==> src/design/dcec_pkg.sv <==
// shared constants for the channel event control block
// assumes one 200 MHz clock and a 32-bit apb register port
package dcec_pkg;
    localparam int ADDR_W = 8;
    localparam int DATA_W = 32;
    localparam int SEL_W = 8;
    localparam int SIZE_W = 16;
    localparam int IRQ_N = 256;
    localparam int INT_W = 2;

    // register byte offsets
    localparam logic [ADDR_W-1:0] ECON_OFS = 8'h00;
    localparam logic [ADDR_W-1:0] CSIZ_OFS = 8'h04;
    localparam logic [ADDR_W-1:0] CTRL_OFS = 8'h08;
    localparam logic [ADDR_W-1:0] ISTAT_OFS = 8'h0C;
    localparam logic [ADDR_W-1:0] ICLR_OFS = 8'h10;
    localparam logic [ADDR_W-1:0] IEN_OFS = 8'h14;
    localparam logic [ADDR_W-1:0] CPTR_OFS = 8'h18;

    // event control and control register field positions
    localparam int ABORT_SEL_LSB = 16;
    localparam int START_SEL_LSB = 8;
    localparam int FORCE_BIT = 7;
    localparam int ABORT_BIT = 6;
    localparam int PAT_BIT = 5;
    localparam int SIRQ_BIT = 4;
    localparam int AIRQ_BIT = 3;
    localparam int CHANNEL_ENABLE_BIT = 0;

    // interrupt status bit positions
    localparam int INT_ABORT_BIT = 0;
    localparam int INT_DONE_BIT = 1;

    // reset values
    localparam logic [SEL_W-1:0] SEL_RST = 8'hFF;
    localparam logic [SIZE_W-1:0] SIZE_RST = 16'h0000;
    localparam logic [SIZE_W-1:0] SIZE_ONE = 16'h0001;
    localparam logic [INT_W-1:0] INT_RST = 2'h0;
    localparam logic [DATA_W-1:0] WORD_ZERO = 32'h0000_0000;

    typedef logic [SIZE_W-1:0] dcec_size_t;
    typedef logic [SEL_W-1:0] dcec_sel_t;
endpackage

==> src/design/dcec_seq_if.sv <==
// signals between the event control and the cell transfer sequencer
// assumes both ends run on the same clock
`timescale 1ns/1ps
interface dcec_seq_if;
    import dcec_pkg::*;
    logic start;
    logic abort;
    dcec_size_t cellSize;
    logic byteAck;
    logic busy;
    logic byteReq;
    dcec_size_t byteCount;
    logic cellDone;

    modport ctrl (output start, abort, cellSize, byteAck,
                  input busy, byteReq, byteCount, cellDone);
    modport seq (input start, abort, cellSize, byteAck,
                 output busy, byteReq, byteCount, cellDone);
endinterface

==> src/design/dcec_seq.sv <==
// cell transfer sequencer: moves cellSize bytes per start, one per ack
// assumes start and abort are single-cycle pulses on the same clock
`timescale 1ns/1ps
module dcec_seq (
    // clock and reset
    input wire logic clk,
    input wire logic rst_n,
    // control side
    dcec_seq_if.seq sq
);
    import dcec_pkg::*;

    typedef enum logic {IDLE, MOVE} dcec_state_e;
    dcec_state_e state_q, state_d;
    dcec_size_t count_q, count_d;
    logic done_q, done_d;

    ////////////////////////////////////////////////////////////////////////
    // next state: abort wins over everything and drops the cell
    always_comb begin
        state_d = state_q;
        count_d = count_q;
        done_d = 1'b0;
        case (state_q)
            IDLE: begin
                if (sq.start && !sq.abort && sq.cellSize != SIZE_RST) begin
                    state_d = MOVE;
                    count_d = SIZE_RST;
                end
            end
            MOVE: begin
                if (sq.abort) begin
                    state_d = IDLE;
                end else if (sq.byteAck) begin
                    count_d = count_q + SIZE_ONE;
                    if (count_q + SIZE_ONE == sq.cellSize) begin
                        state_d = IDLE;
                        done_d = 1'b1;
                    end
                end
            end
            default: state_d = IDLE;
        endcase
    end

    // state registers
    always_ff @(posedge clk) begin
        if (!rst_n) begin
            state_q <= IDLE;
            count_q <= SIZE_RST;
            done_q <= 1'b0;
        end else begin
            state_q <= state_d;
            count_q <= count_d;
            done_q <= done_d;
        end
    end

    assign sq.busy = (state_q == MOVE);
    assign sq.byteReq = (state_q == MOVE);
    assign sq.byteCount = count_q;
    assign sq.cellDone = done_q;
endmodule

==> src/design/dcec_top.sv <==
// channel event control: irq-selected start and abort, force and abort
// strobes, pattern abort, cell size, apb registers and one interrupt
// assumes irq lines and pattern match are one-cycle pulses on clk
//
// Contract
// - abort selector picks irq 0..255, sets flag
// - start selector picks irq 0..255 to start
// - start enable one and channel enable one: matching irq starts cell
// - start enable zero: selected irq ignored
// - abort enable one: matching irq aborts transfer
// - abort enable zero: selected irq ignored
// - writing force bit starts transfer immediately
// - writing abort bit aborts transfer
// - force/abort bits write-one only, read zero
// - pattern enable: match aborts, clears channel enable
// - pattern enable zero: matches have no effect
// - event control bits 2:0, 31:24 read zero
// - cell size sets bytes moved per start
`timescale 1ns/1ps
module dcec_top (
    // clock and reset
    input wire logic clk,
    input wire logic rst_n,
    // apb slave
    input wire logic [dcec_pkg::ADDR_W-1:0] paddr,
    input wire logic psel,
    input wire logic penable,
    input wire logic pwrite,
    input wire logic [dcec_pkg::DATA_W-1:0] pwdata,
    output logic pready,
    output logic [dcec_pkg::DATA_W-1:0] prdata,
    output logic pslverr,
    // interrupt request lines
    input wire logic [dcec_pkg::IRQ_N-1:0] irqLines,
    // transfer datapath
    input wire logic patternMatch,
    input wire logic byteAck,
    output logic byteReq,
    output logic xferBusy,
    output logic channelEnable,
    // interrupt to cpu
    output logic irq
);
    import dcec_pkg::*;

    // true when the line chosen by sel carries an event
    function automatic logic irqHit(input logic [IRQ_N-1:0] lines, input dcec_sel_t sel);
        irqHit = lines[sel];
    endfunction

    dcec_seq_if sqBus ();

    dcec_sel_t abortSel_q, abortSel_d;
    dcec_sel_t startSel_q, startSel_d;
    logic pattern_abort_enable_q, pattern_abort_enable_d;
    logic start_request_enable_q, start_request_enable_d;
    logic abort_request_enable_q, abort_request_enable_d;
    logic channel_enable_q, channel_enable_d;
    dcec_size_t cellSize_q, cellSize_d;
    logic [INT_W-1:0] intStat_q, intStat_d;
    logic [INT_W-1:0] intEn_q, intEn_d;
    logic [DATA_W-1:0] rdata_q, rdata_d;
    logic slverr_q, slverr_d;

    logic setupRd;
    logic accWr;
    logic econWr;
    logic forceWr;
    logic abortWr;
    logic startHit;
    logic abortHit;
    logic patAbort;
    logic startEv;
    logic abortEv;
    logic mapped;

    ////////////////////////////////////////////////////////////////////////
    // apb decode: zero-wait access, read data latched in setup
    assign setupRd = psel && !penable;
    assign accWr = psel && penable && pwrite;
    assign econWr = accWr && paddr == ECON_OFS;
    assign forceWr = econWr && pwdata[FORCE_BIT];
    assign abortWr = econWr && pwdata[ABORT_BIT];
    assign pready = psel && penable;
    assign prdata = rdata_q;
    assign pslverr = slverr_q && psel && penable;

    // address map check
    always_comb begin
        if (paddr == ECON_OFS) begin
            mapped = 1'b1;
        end else if (paddr == CSIZ_OFS || paddr == CTRL_OFS) begin
            mapped = 1'b1;
        end else if (paddr == ISTAT_OFS || paddr == ICLR_OFS || paddr == IEN_OFS) begin
            mapped = 1'b1;
        end else if (paddr == CPTR_OFS) begin
            mapped = 1'b1;
        end else begin
            mapped = 1'b0;
        end
    end

    ////////////////////////////////////////////////////////////////////////
    // event sources
    assign startHit = start_request_enable_q && irqHit(irqLines, startSel_q);
    assign abortHit = abort_request_enable_q && irqHit(irqLines, abortSel_q);
    assign patAbort = pattern_abort_enable_q && patternMatch;
    assign abortEv = abortHit || abortWr || patAbort;
    // irq starts need the channel on; a forced start does not
    assign startEv = (startHit && channel_enable_q) || forceWr;

    assign sqBus.start = startEv;
    assign sqBus.abort = abortEv;
    assign sqBus.cellSize = cellSize_q;
    assign sqBus.byteAck = byteAck;

    dcec_seq u_seq (
        .clk(clk),
        .rst_n(rst_n),
        .sq(sqBus)
    );

    ////////////////////////////////////////////////////////////////////////
    // register next values
    always_comb begin
        abortSel_d = abortSel_q;
        startSel_d = startSel_q;
        pattern_abort_enable_d = pattern_abort_enable_q;
        start_request_enable_d = start_request_enable_q;
        abort_request_enable_d = abort_request_enable_q;
        channel_enable_d = channel_enable_q;
        cellSize_d = cellSize_q;
        intEn_d = intEn_q;
        intStat_d = intStat_q;
        rdata_d = rdata_q;
        slverr_d = slverr_q;
        if (accWr) begin
            if (paddr == ECON_OFS) begin
                abortSel_d = pwdata[ABORT_SEL_LSB +: SEL_W];
                startSel_d = pwdata[START_SEL_LSB +: SEL_W];
                pattern_abort_enable_d = pwdata[PAT_BIT];
                start_request_enable_d = pwdata[SIRQ_BIT];
                abort_request_enable_d = pwdata[AIRQ_BIT];
            end else if (paddr == CSIZ_OFS) begin
                cellSize_d = pwdata[SIZE_W-1:0];
            end else if (paddr == CTRL_OFS) begin
                channel_enable_d = pwdata[CHANNEL_ENABLE_BIT];
            end else if (paddr == ICLR_OFS) begin
                intStat_d = intStat_q & ~pwdata[INT_W-1:0];
            end else if (paddr == IEN_OFS) begin
                intEn_d = pwdata[INT_W-1:0];
            end
        end
        // pattern abort turns the channel off, after any software write
        if (patAbort) begin
            channel_enable_d = 1'b0;
        end
        // hardware set wins over a clear in the same cycle
        if (abortEv) begin
            intStat_d[INT_ABORT_BIT] = 1'b1;
        end
        if (sqBus.cellDone) begin
            intStat_d[INT_DONE_BIT] = 1'b1;
        end
        // read data captured in the setup cycle
        if (setupRd) begin
            rdata_d = WORD_ZERO;
            slverr_d = !mapped;
            if (!pwrite) begin
                if (paddr == ECON_OFS) begin
                    // strobes and unused bits read zero
                    rdata_d[ABORT_SEL_LSB +: SEL_W] = abortSel_q;
                    rdata_d[START_SEL_LSB +: SEL_W] = startSel_q;
                    rdata_d[PAT_BIT] = pattern_abort_enable_q;
                    rdata_d[SIRQ_BIT] = start_request_enable_q;
                    rdata_d[AIRQ_BIT] = abort_request_enable_q;
                end else if (paddr == CSIZ_OFS) begin
                    rdata_d[SIZE_W-1:0] = cellSize_q;
                end else if (paddr == CTRL_OFS) begin
                    rdata_d[CHANNEL_ENABLE_BIT] = channel_enable_q;
                end else if (paddr == ISTAT_OFS) begin
                    rdata_d[INT_W-1:0] = intStat_q;
                end else if (paddr == IEN_OFS) begin
                    rdata_d[INT_W-1:0] = intEn_q;
                end else if (paddr == CPTR_OFS) begin
                    rdata_d[SIZE_W-1:0] = sqBus.byteCount;
                end
            end
        end
    end

    // register storage
    always_ff @(posedge clk) begin
        if (!rst_n) begin
            abortSel_q <= SEL_RST;
            startSel_q <= SEL_RST;
            pattern_abort_enable_q <= 1'b0;
            start_request_enable_q <= 1'b0;
            abort_request_enable_q <= 1'b0;
            channel_enable_q <= 1'b0;
            cellSize_q <= SIZE_RST;
            intStat_q <= INT_RST;
            intEn_q <= INT_RST;
            rdata_q <= WORD_ZERO;
            slverr_q <= 1'b0;
        end else begin
            abortSel_q <= abortSel_d;
            startSel_q <= startSel_d;
            pattern_abort_enable_q <= pattern_abort_enable_d;
            start_request_enable_q <= start_request_enable_d;
            abort_request_enable_q <= abort_request_enable_d;
            channel_enable_q <= channel_enable_d;
            cellSize_q <= cellSize_d;
            intStat_q <= intStat_d;
            intEn_q <= intEn_d;
            rdata_q <= rdata_d;
            slverr_q <= slverr_d;
        end
    end

    ////////////////////////////////////////////////////////////////////////
    // outputs
    assign byteReq = sqBus.byteReq;
    assign xferBusy = sqBus.busy;
    assign channelEnable = channel_enable_q;
    assign irq = |(intStat_q & intEn_q);
endmodule

==> config.mk <==
export PLATFORM = sky130hd
export DESIGN_NAME = dcec_top
export DESIGN_NICKNAME = d
export VERILOG_FILES = /design/src/design/dcec_pkg.sv /design/src/design/dcec_seq_if.sv /design/src/design/dcec_seq.sv /design/src/design/dcec_top.sv
export SDC_FILE = /design/constraint.sdc
export NUM_CORES = 1
export LEC_CHECK = 0
export ABC_AREA = 1
export BUFFER_PORTS_ARGS = -buffer_cell sky130_fd_sc_hd__buf_2
export CAP_MARGIN = 10
export CORE_MARGIN = 3
export CORE_UTILIZATION = 50
export CTS_CLUSTER_SIZE = 30
export DETAILED_ROUTE_END_ITERATION = 8
export GPL_TIMING_DRIVEN = 0
export PLACE_DENSITY = 0.81
export SYNTH_ARGS = -nofsm -noshare
export SYNTH_HDL_FRONTEND = slang
export SYNTH_SLANG_ARGS = --single-unit
==> constraint.sdc <==
create_clock -name clk -period 3.89 [get_ports clk]
set_input_delay 0.5835 -clock clk [delete_from_list [all_inputs] [get_ports clk]]
set_output_delay 0.5835 -clock clk [all_outputs]
set_load 0.02 [all_outputs]
==> results.toml, run 1 <==
[global_routing]
grt_pass1_vias = 13708
track_usage = 0.5080
grt_max_degree = 18
grt_pass1_wl_mm = 78.08
grt_overflow = 0
antenna_found_initial = 2

[sta]
fmax_ghz = 0.2907
hold_viol = 0
worst_slack_ps = 449.5
maxSlewViolCount = 0
fin_skew_ps = 11.66
fin_crit_sh = 0.8845
rsz0062_at_grt = "false"
fin_tns_setup_ps = 0
tightest_slew_ps = 957.3
slew_headroom = 0.3618
fin_crit_ps = 3441
finalSetupViolCount = 0

[clock_network]
clk_pin_slew_ps = 70
ctsHoldBuffers = 0
cts_tree = "done"
htree_levels = 3
clock_sinks = 83
clock-root-buffer = "clkbuf_16"
cts_buffers = 9
postCtsSetupRepairBufs = 0
clk_latency_ps = 350
cts_resized = 0
clock_path_buffers = 2

[cells_and_area]
layout.nets = 2412
drive_above_1_share = 0.2092
postLayoutCoreUtil = 0.6361
multiInputGateArea_um2 = 6620
fillers = 1805
final_common_cell = "nand2_1"
register_area_um2 = 1662
syn2layout_area_growth_pct = 24.13
mostFrequentLayoutCells = "nand2_1 (689), nand3_1 (504), buf_2 (396)"
finalNonFillerCells = 2343

[floorplan]
dieArea_um2 = 20140
dieWidth_um = 141.9
io_pins = 341
fp.coreArea_um2 = 18020
fp-row-count = 49
start_util = 0.5124
die_y_um = 141.9

[detailed_routing]
wire_per_inst_um = 23.02
drt-total-wl_mm = 53.94
drt_first_pass_iters = 9
drc_errors = 2
route.antenna.remaining_nets = 0
viasPerCell = 6.364
drt_iter0_markers = 2714
vias = 14912

[critical_path]
cp.arrival_ps = 3690
critPathMaxStageDelay_ps = 690
required_ps = 4140
worst-path-buf-inv = 4
path_delay_family = "simple AND/OR/NAND/NOR gates"
worst_setup_path_start_kind = "flip-flop"
cp_slowest_cell = "clkbuf_1"
end_kind = "flip-flop"
crit_fanout = 10
crit_chain = "clkbuf_1 > inv_1 > clkbuf_1 > nand3_1 > nand3_1 > nand2_1 > nand2_1 > nand3_1 > nand3_1 > nand3_1 > nand2_1 > nand2_1 > nand2_1 > nand3_4 > nand2_4 > inv_1 > nor2_1 > nor2_1"
critPathKind = "reg2reg"

[run_status]
violations = "DRC"
outcome = "finished, violations left"

[place]
hpwl_mm = 41.20
place.gp.congestion = 1.122
dp.cells = 2326
port_buffers = 323
dp_slack_ps = 635.7

[synth]
seq_area_frac_synth = 0.1799
postSynthCellCount = 1767
ys_types = 39
yosysWarningCount = 0
yosys_register_bits = 83
syn_avg_cell_area_um2 = 5.227
synth_area_um2 = 9236

[power_and_ir_drop]
p_leak_uw = 0.005677
finalPower_uw = 2181
power_density_nw_per_um2 = 190.2
vdd_drop_max_mv = 0.2866

[worst_hold_path]
hp-class = "reg2reg"

[flow_run]
maxCapViolations = 0
[Yosys cell counts, drive strengths merged]
cell type / instances / area share
a41oi: 1 / 0.00095
nand3: 505 / 0.27
a311oi: 1 / 0.00095
a211oi: 14 / 0.011
ha: 1 / 0.0014
o2111ai: 1 / 0.00095
nor3: 9 / 0.0049
nor3b: 1 / 0.00081
xor2: 9 / 0.0085
o21ai: 42 / 0.023
a21oi: 35 / 0.019
o211ai: 25 / 0.020
inv: 82 / 0.033
clkinv: 3 / 0.0012
nand4: 5 / 0.0034
clkbuf: 46 / 0.019
nor4: 11 / 0.0075
xnor2: 3 / 0.0028
o221ai: 1 / 0.00095
conb: 1 / 0.00041
nand3b: 1 / 0.00081
nor2: 83 / 0.035
dfxtp: 83 / 0.18
nand2: 691 / 0.28
a21boi: 1 / 0.00081
buf: 94 / 0.053
a21o: 1 / 0.00081
or2: 9 / 0.0061
a31oi: 8 / 0.0054
[report_power, final]
group / total (uW) / leakage (uW) / internal [uW] / switching, uW
combinational: 485 / 0.00487 / 199 / 286
sequential: 851 / 0.000669 / 850 / 0.770
clock: 845 / 0.000139 / 450 / 395
[per-layer routing]
| layer | routed length, um | GRT usage | vias to the layer above |
|---|---|---|---|
| met5 | 7 | 0 | - |
| met3 | 8146 | 0.1338 | 450 |
| met1 | 17370 | 0.5895 | 6455 |
| met4 | 5412 | 0.3909 | 2 |
| li1 | - | - | 6516 |
| met2 | 23010 | 0.7973 | 1489 |
[area by class of cell]
cell class	instances	share of cell area
Antenna cell	1	0.0002183
Buffer	140	0.05773
Tap cell	229	0.02499
Multi-Input combinational cell	1466	0.5774
Timing Repair Buffer	323	0.1410
Clock inverter	7	0.006221
Clock buffer	9	0.01964
Inverter	85	0.02783
Sequential cell	83	0.1449
[through the flow]
stage | hold slack, ps | cell area (um2)
after CTS | 440.8 | 11460
after global routing | 473.3 | 11460
after detailed placement | 430.6 | 11170
final | 439.3 | 11460
after floorplan | 415.3 | 9263
after global placement | 422.9 | 11170
[logic make-up after synthesis]
kind of cell,Yosys count,share of synthesized area
adders and majority gates,1,0.001354
other,1,0.0004060
xor gates and xnor gates,12,0.01138
AOI/OAI and AO/OA,130,0.08507
and+or+nand+nor,1315,0.6157
buffers and inverters,225,0.1062
DFF,83,0.1799
[final timing paths]
kind / from / depth (start not counted) / end / slack [ps]
max reg2reg: startSel_q[2]$_SDFFE_PN1N_ / 18 / u_seq.sq.byteCount[4]$_SDFFE_PN0P_ / 450
max: startSel_q[2]$_SDFFE_PN1N_ / 18 / u_seq.sq.byteCount[4]$_SDFFE_PN0P_ / 450
min: u_seq.sq.cellDone$_SDFF_PP0_ / 2 / intStat_q[1]$_SDFFE_PN0P_ / 440
min reg2reg: u_seq.sq.cellDone$_SDFF_PP0_ / 2 / intStat_q[1]$_SDFFE_PN0P_ / 440
[worst reg2reg max path, cell delays in order (launching register included)]
cell,delay [ps]
dfxtp_1,300
clkbuf_1,250
inv_1,290
clkbuf_1,690
nand3_1,210
nand3_1,230
nand2_1,110
nand2_1,70
nand3_1,80
nand3_1,90
nand3_1,60
nand2_1,90
nand2_1,50
nand2_1,110
nand3_4,170
nand2_4,190
inv_1,180
nor2_1,140
nor2_1,50
[registers in the layout, summed over array words and instances, names as in the netlist]
register                flops
abortSel_q                  8
abort_request_enable_q      1
cellSize_q                 16
channelEnable               1
intEn_q                     2
intStat_q                   2
pattern_abort_enable_q      1
prdata                     24
slverr_q                    1
startSel_q                  8
start_request_enable_q      1
u_seq.sq.busy               1
u_seq.sq.byteCount         16
u_seq.sq.cellDone           1
Note: power is estimated with default switching activity, not from simulation.
==> run 2, diff against run 1 <==
--- a/config.mk
+++ b/config.mk
@@ -9,11 +9,11 @@
 export BUFFER_PORTS_ARGS = -buffer_cell sky130_fd_sc_hd__buf_2
 export CAP_MARGIN = 10
 export CORE_MARGIN = 3
-export CORE_UTILIZATION = 50
+export CORE_UTILIZATION = 30
 export CTS_CLUSTER_SIZE = 30
 export DETAILED_ROUTE_END_ITERATION = 8
 export GPL_TIMING_DRIVEN = 0
-export PLACE_DENSITY = 0.81
 export SYNTH_ARGS = -nofsm -noshare
 export SYNTH_HDL_FRONTEND = slang
+export SYNTH_HIERARCHICAL = 1
 export SYNTH_SLANG_ARGS = --single-unit
==> results.toml, run 2 <==
[power_and_ir_drop]
power_density_nw_per_um2 = 187.4
vdd_drop_max_mv = 0.2476
p_leak_uw = 0.005480

[synth]
postSynthCellCount = 1750
syn_avg_cell_area_um2 = 5.398
yosys_register_bits = 83
async_reset_ff_frac = 0
synth_edf_count = 0
yosysTopAreaCell = "nand2_1"
yosysMostFrequentCell = "nand2_1"
yosysWarningCount = 6
yosysTopAreaCellShare = 0.2142
seq_area_frac_synth = 0.1759
synth_common_cells = "nand2_1 (539), nand3_1 (374), nor2_1 (170)"
synth_top_cells_by_area = "nand2_1 (21%), nand3_1 (20%), dfxtp_1 (18%)"
synth_area_um2 = 9447
synthFlopType = "dfxtp_1"
ys_types = 38

[clock_network]
ctsHoldBuffers = 0
clock_path_buffers = 2
htree_levels = 3
clock-root-buffer = "clkbuf_16"
clock_sinks = 83
clk_latency_ps = 360
clk_pin_slew_ps = 70
cts_tree = "done"
cts_buffers = 9

[sta]
fmax_ghz = 0.2774
fin_crit_ps = 3605
maxSlewViolCount = 0
hold_viol = 0
fin_crit_sh = 0.9266
finalSetupViolCount = 0
fin_tns_setup_ps = 0
tightest_slew_ps = 935.5
fin_skew_ps = 10.29
hold-worst-slack_ps = 452.9
slew_headroom = 0.3763
rsz0062_at_grt = "false"

[cells_and_area]
drive_above_1_share = 0.2208
n_antenna_cell = 0
layout.nets = 2396
multiInputGateArea_um2 = 6659
final_common_cell = "nand2_1"
syn2layout_area_growth_pct = 25.93
mostFrequentLayoutCells = "nand2_1 (539), nand3_1 (374), buf_2 (360)"
largest_reg_flops = 24
final_cell_area_um2 = 11900
register_area_um2 = 1662
fillers = 3485

[flow_run]
maxCapViolations = 0

[global_routing]
antenna_found_initial = 4
grt_overflow = 0
grt_pass1_wl_mm = 87.45
grt_pass1_vias = 13668
grt_max_degree = 19
track_usage = 0.3449

[floorplan]
io_pins = 341
fp.coreArea_um2 = 30830
dieArea_um2 = 33650
start_util = 0.3064
die_y_um = 183.5
fp-row-count = 64
dieWidth_um = 183.5

[detailed_routing]
drt_first_pass_iters = 6
viasPerCell = 5.891
drc_errors = 0
drt-total-wl_mm = 60.95
route.antenna.remaining_nets = 0
wire_per_inst_um = 24.45
vias = 14687
drt_iter0_markers = 2167

[critical_path]
r2r_slack_ps = 290
worst_setup_path_start_kind = "flip-flop"
end_kind = "flip-flop"
critPathKind = "reg2reg"
crit_fanout = 10
cp.arrival_ps = 3880
required_ps = 4170

[place]
place.gp.congestion = 1.001
port_buffers = 324
placed_area_um2 = 11590
hpwl_mm = 47.79

[worst_hold_path]
hp-class = "in2reg"

[run_status]
outcome = "finished clean"
## run 2: cell count changes after synthesis, moves of 27 or more
cell,previous run,this run
nand2_1,689,539
nand3_1,504,374
o21ai_0,41,131
nor2_1,81,170
o22ai_1,0,64
buf_2,73,36
o21ai_1,0,27
## run 2: what timing repair did
action                     CTS  global route
setup endpoints to repair    0            13
resized for setup            0             6
hold endpoints to repair     0             0
buffers inserted             0             0
## run 2: final timing paths
path,end,startpoint,cells past startpoint
max,u_seq/sq.byteCount[12]$_SDFFE_PN0P_,abortSel_q[0]$_SDFFE_PN1N_,21
min,abortSel_q[2]$_SDFFE_PN1N_,pwdata[18],3
max reg2reg,u_seq/sq.byteCount[12]$_SDFFE_PN0P_,abortSel_q[0]$_SDFFE_PN1N_,21
min reg2reg,prdata[10]$_SDFFE_PN0P_,prdata[10]$_SDFFE_PN0P_,2
## run 2: per-stage QoR
stage | util | instances | setup slack (ps) | total power [uW]
after floorplan | - | 1757 | 1337 | 1045
after global placement | 0.3759 | 2477 | 156.5 | 1343
after detailed placement | 0.3759 | 2477 | 166.7 | 1341
after CTS | 0.3856 | 2493 | 139.4 | 2220
after global routing | 0.3859 | 2493 | 45.57 | 2306
final | 0.3859 | 2493 | 285.5 | 2230
## run 2: layer usage
layer	vias to the layer above	track usage	part of all wire
met5	-	0	0.00075
met2	1166	0.5088	0.40
met4	8	0.1776	0.060
li1	6590	-	-
met1	6689	0.4656	0.41
met3	234	0.08488	0.13
## run 2: report_power, final
group / switching (uW) / total, uW / leakage [uW] / internal (uW)
logic: 298 / 493 / 0.00466 / 196
clock network: 425 / 886 / 0.000150 / 461
registers: 0.630 / 850 / 0.000669 / 850
total: 724 / 2230 / 0.00548 / 1510
## run 2: logic make-up (layout without fill, tap and decap cells)
kind of cell | after synthesis | in the layout | share of synthesized area
and+or+nand+nor | 1125 | 1125 | 0.5131
xor gates and xnor gates | 2 | 2 | 0.001855
other | 1 | 8 | 0.0003970
adders and majority gates | 1 | 1 | 0.001324
buffers and inverters | 225 | 565 | 0.1220
DFF | 83 | 83 | 0.1759
AOI/OAI and AO/OA | 313 | 313 | 0.1854
## run 2: final cells by class
type | count | share of cell area
plain buffers | 140 | 0.07036
clock buffers | 9 | 0.01893
clock inverters | 7 | 0.006205
inverters | 85 | 0.02714
multi-input cells | 1449 | 0.5597
flip-flops and latches | 83 | 0.1397
well taps | 396 | 0.04165
repair buffers | 324 | 0.1363
## run 2: worst max-delay path: stages (launching register included)
cell and delay, ps:
dfxtp_1 490, buf_4 250, buf_4 260, nand2_1 80, nand3_1 90, nand3_1 150, nand3_1 110, nand2_1 160
nand2_1 100, nand3_1 80, nand3_1 90, nand2_1 60, nand2_1 60, nand3_1 100, nand2_1 140, nor2_1 80
nand2_1 100, inv_1 150, a31oi_2 400, buf_2 340, nand2_1 80, a21oi_1 130
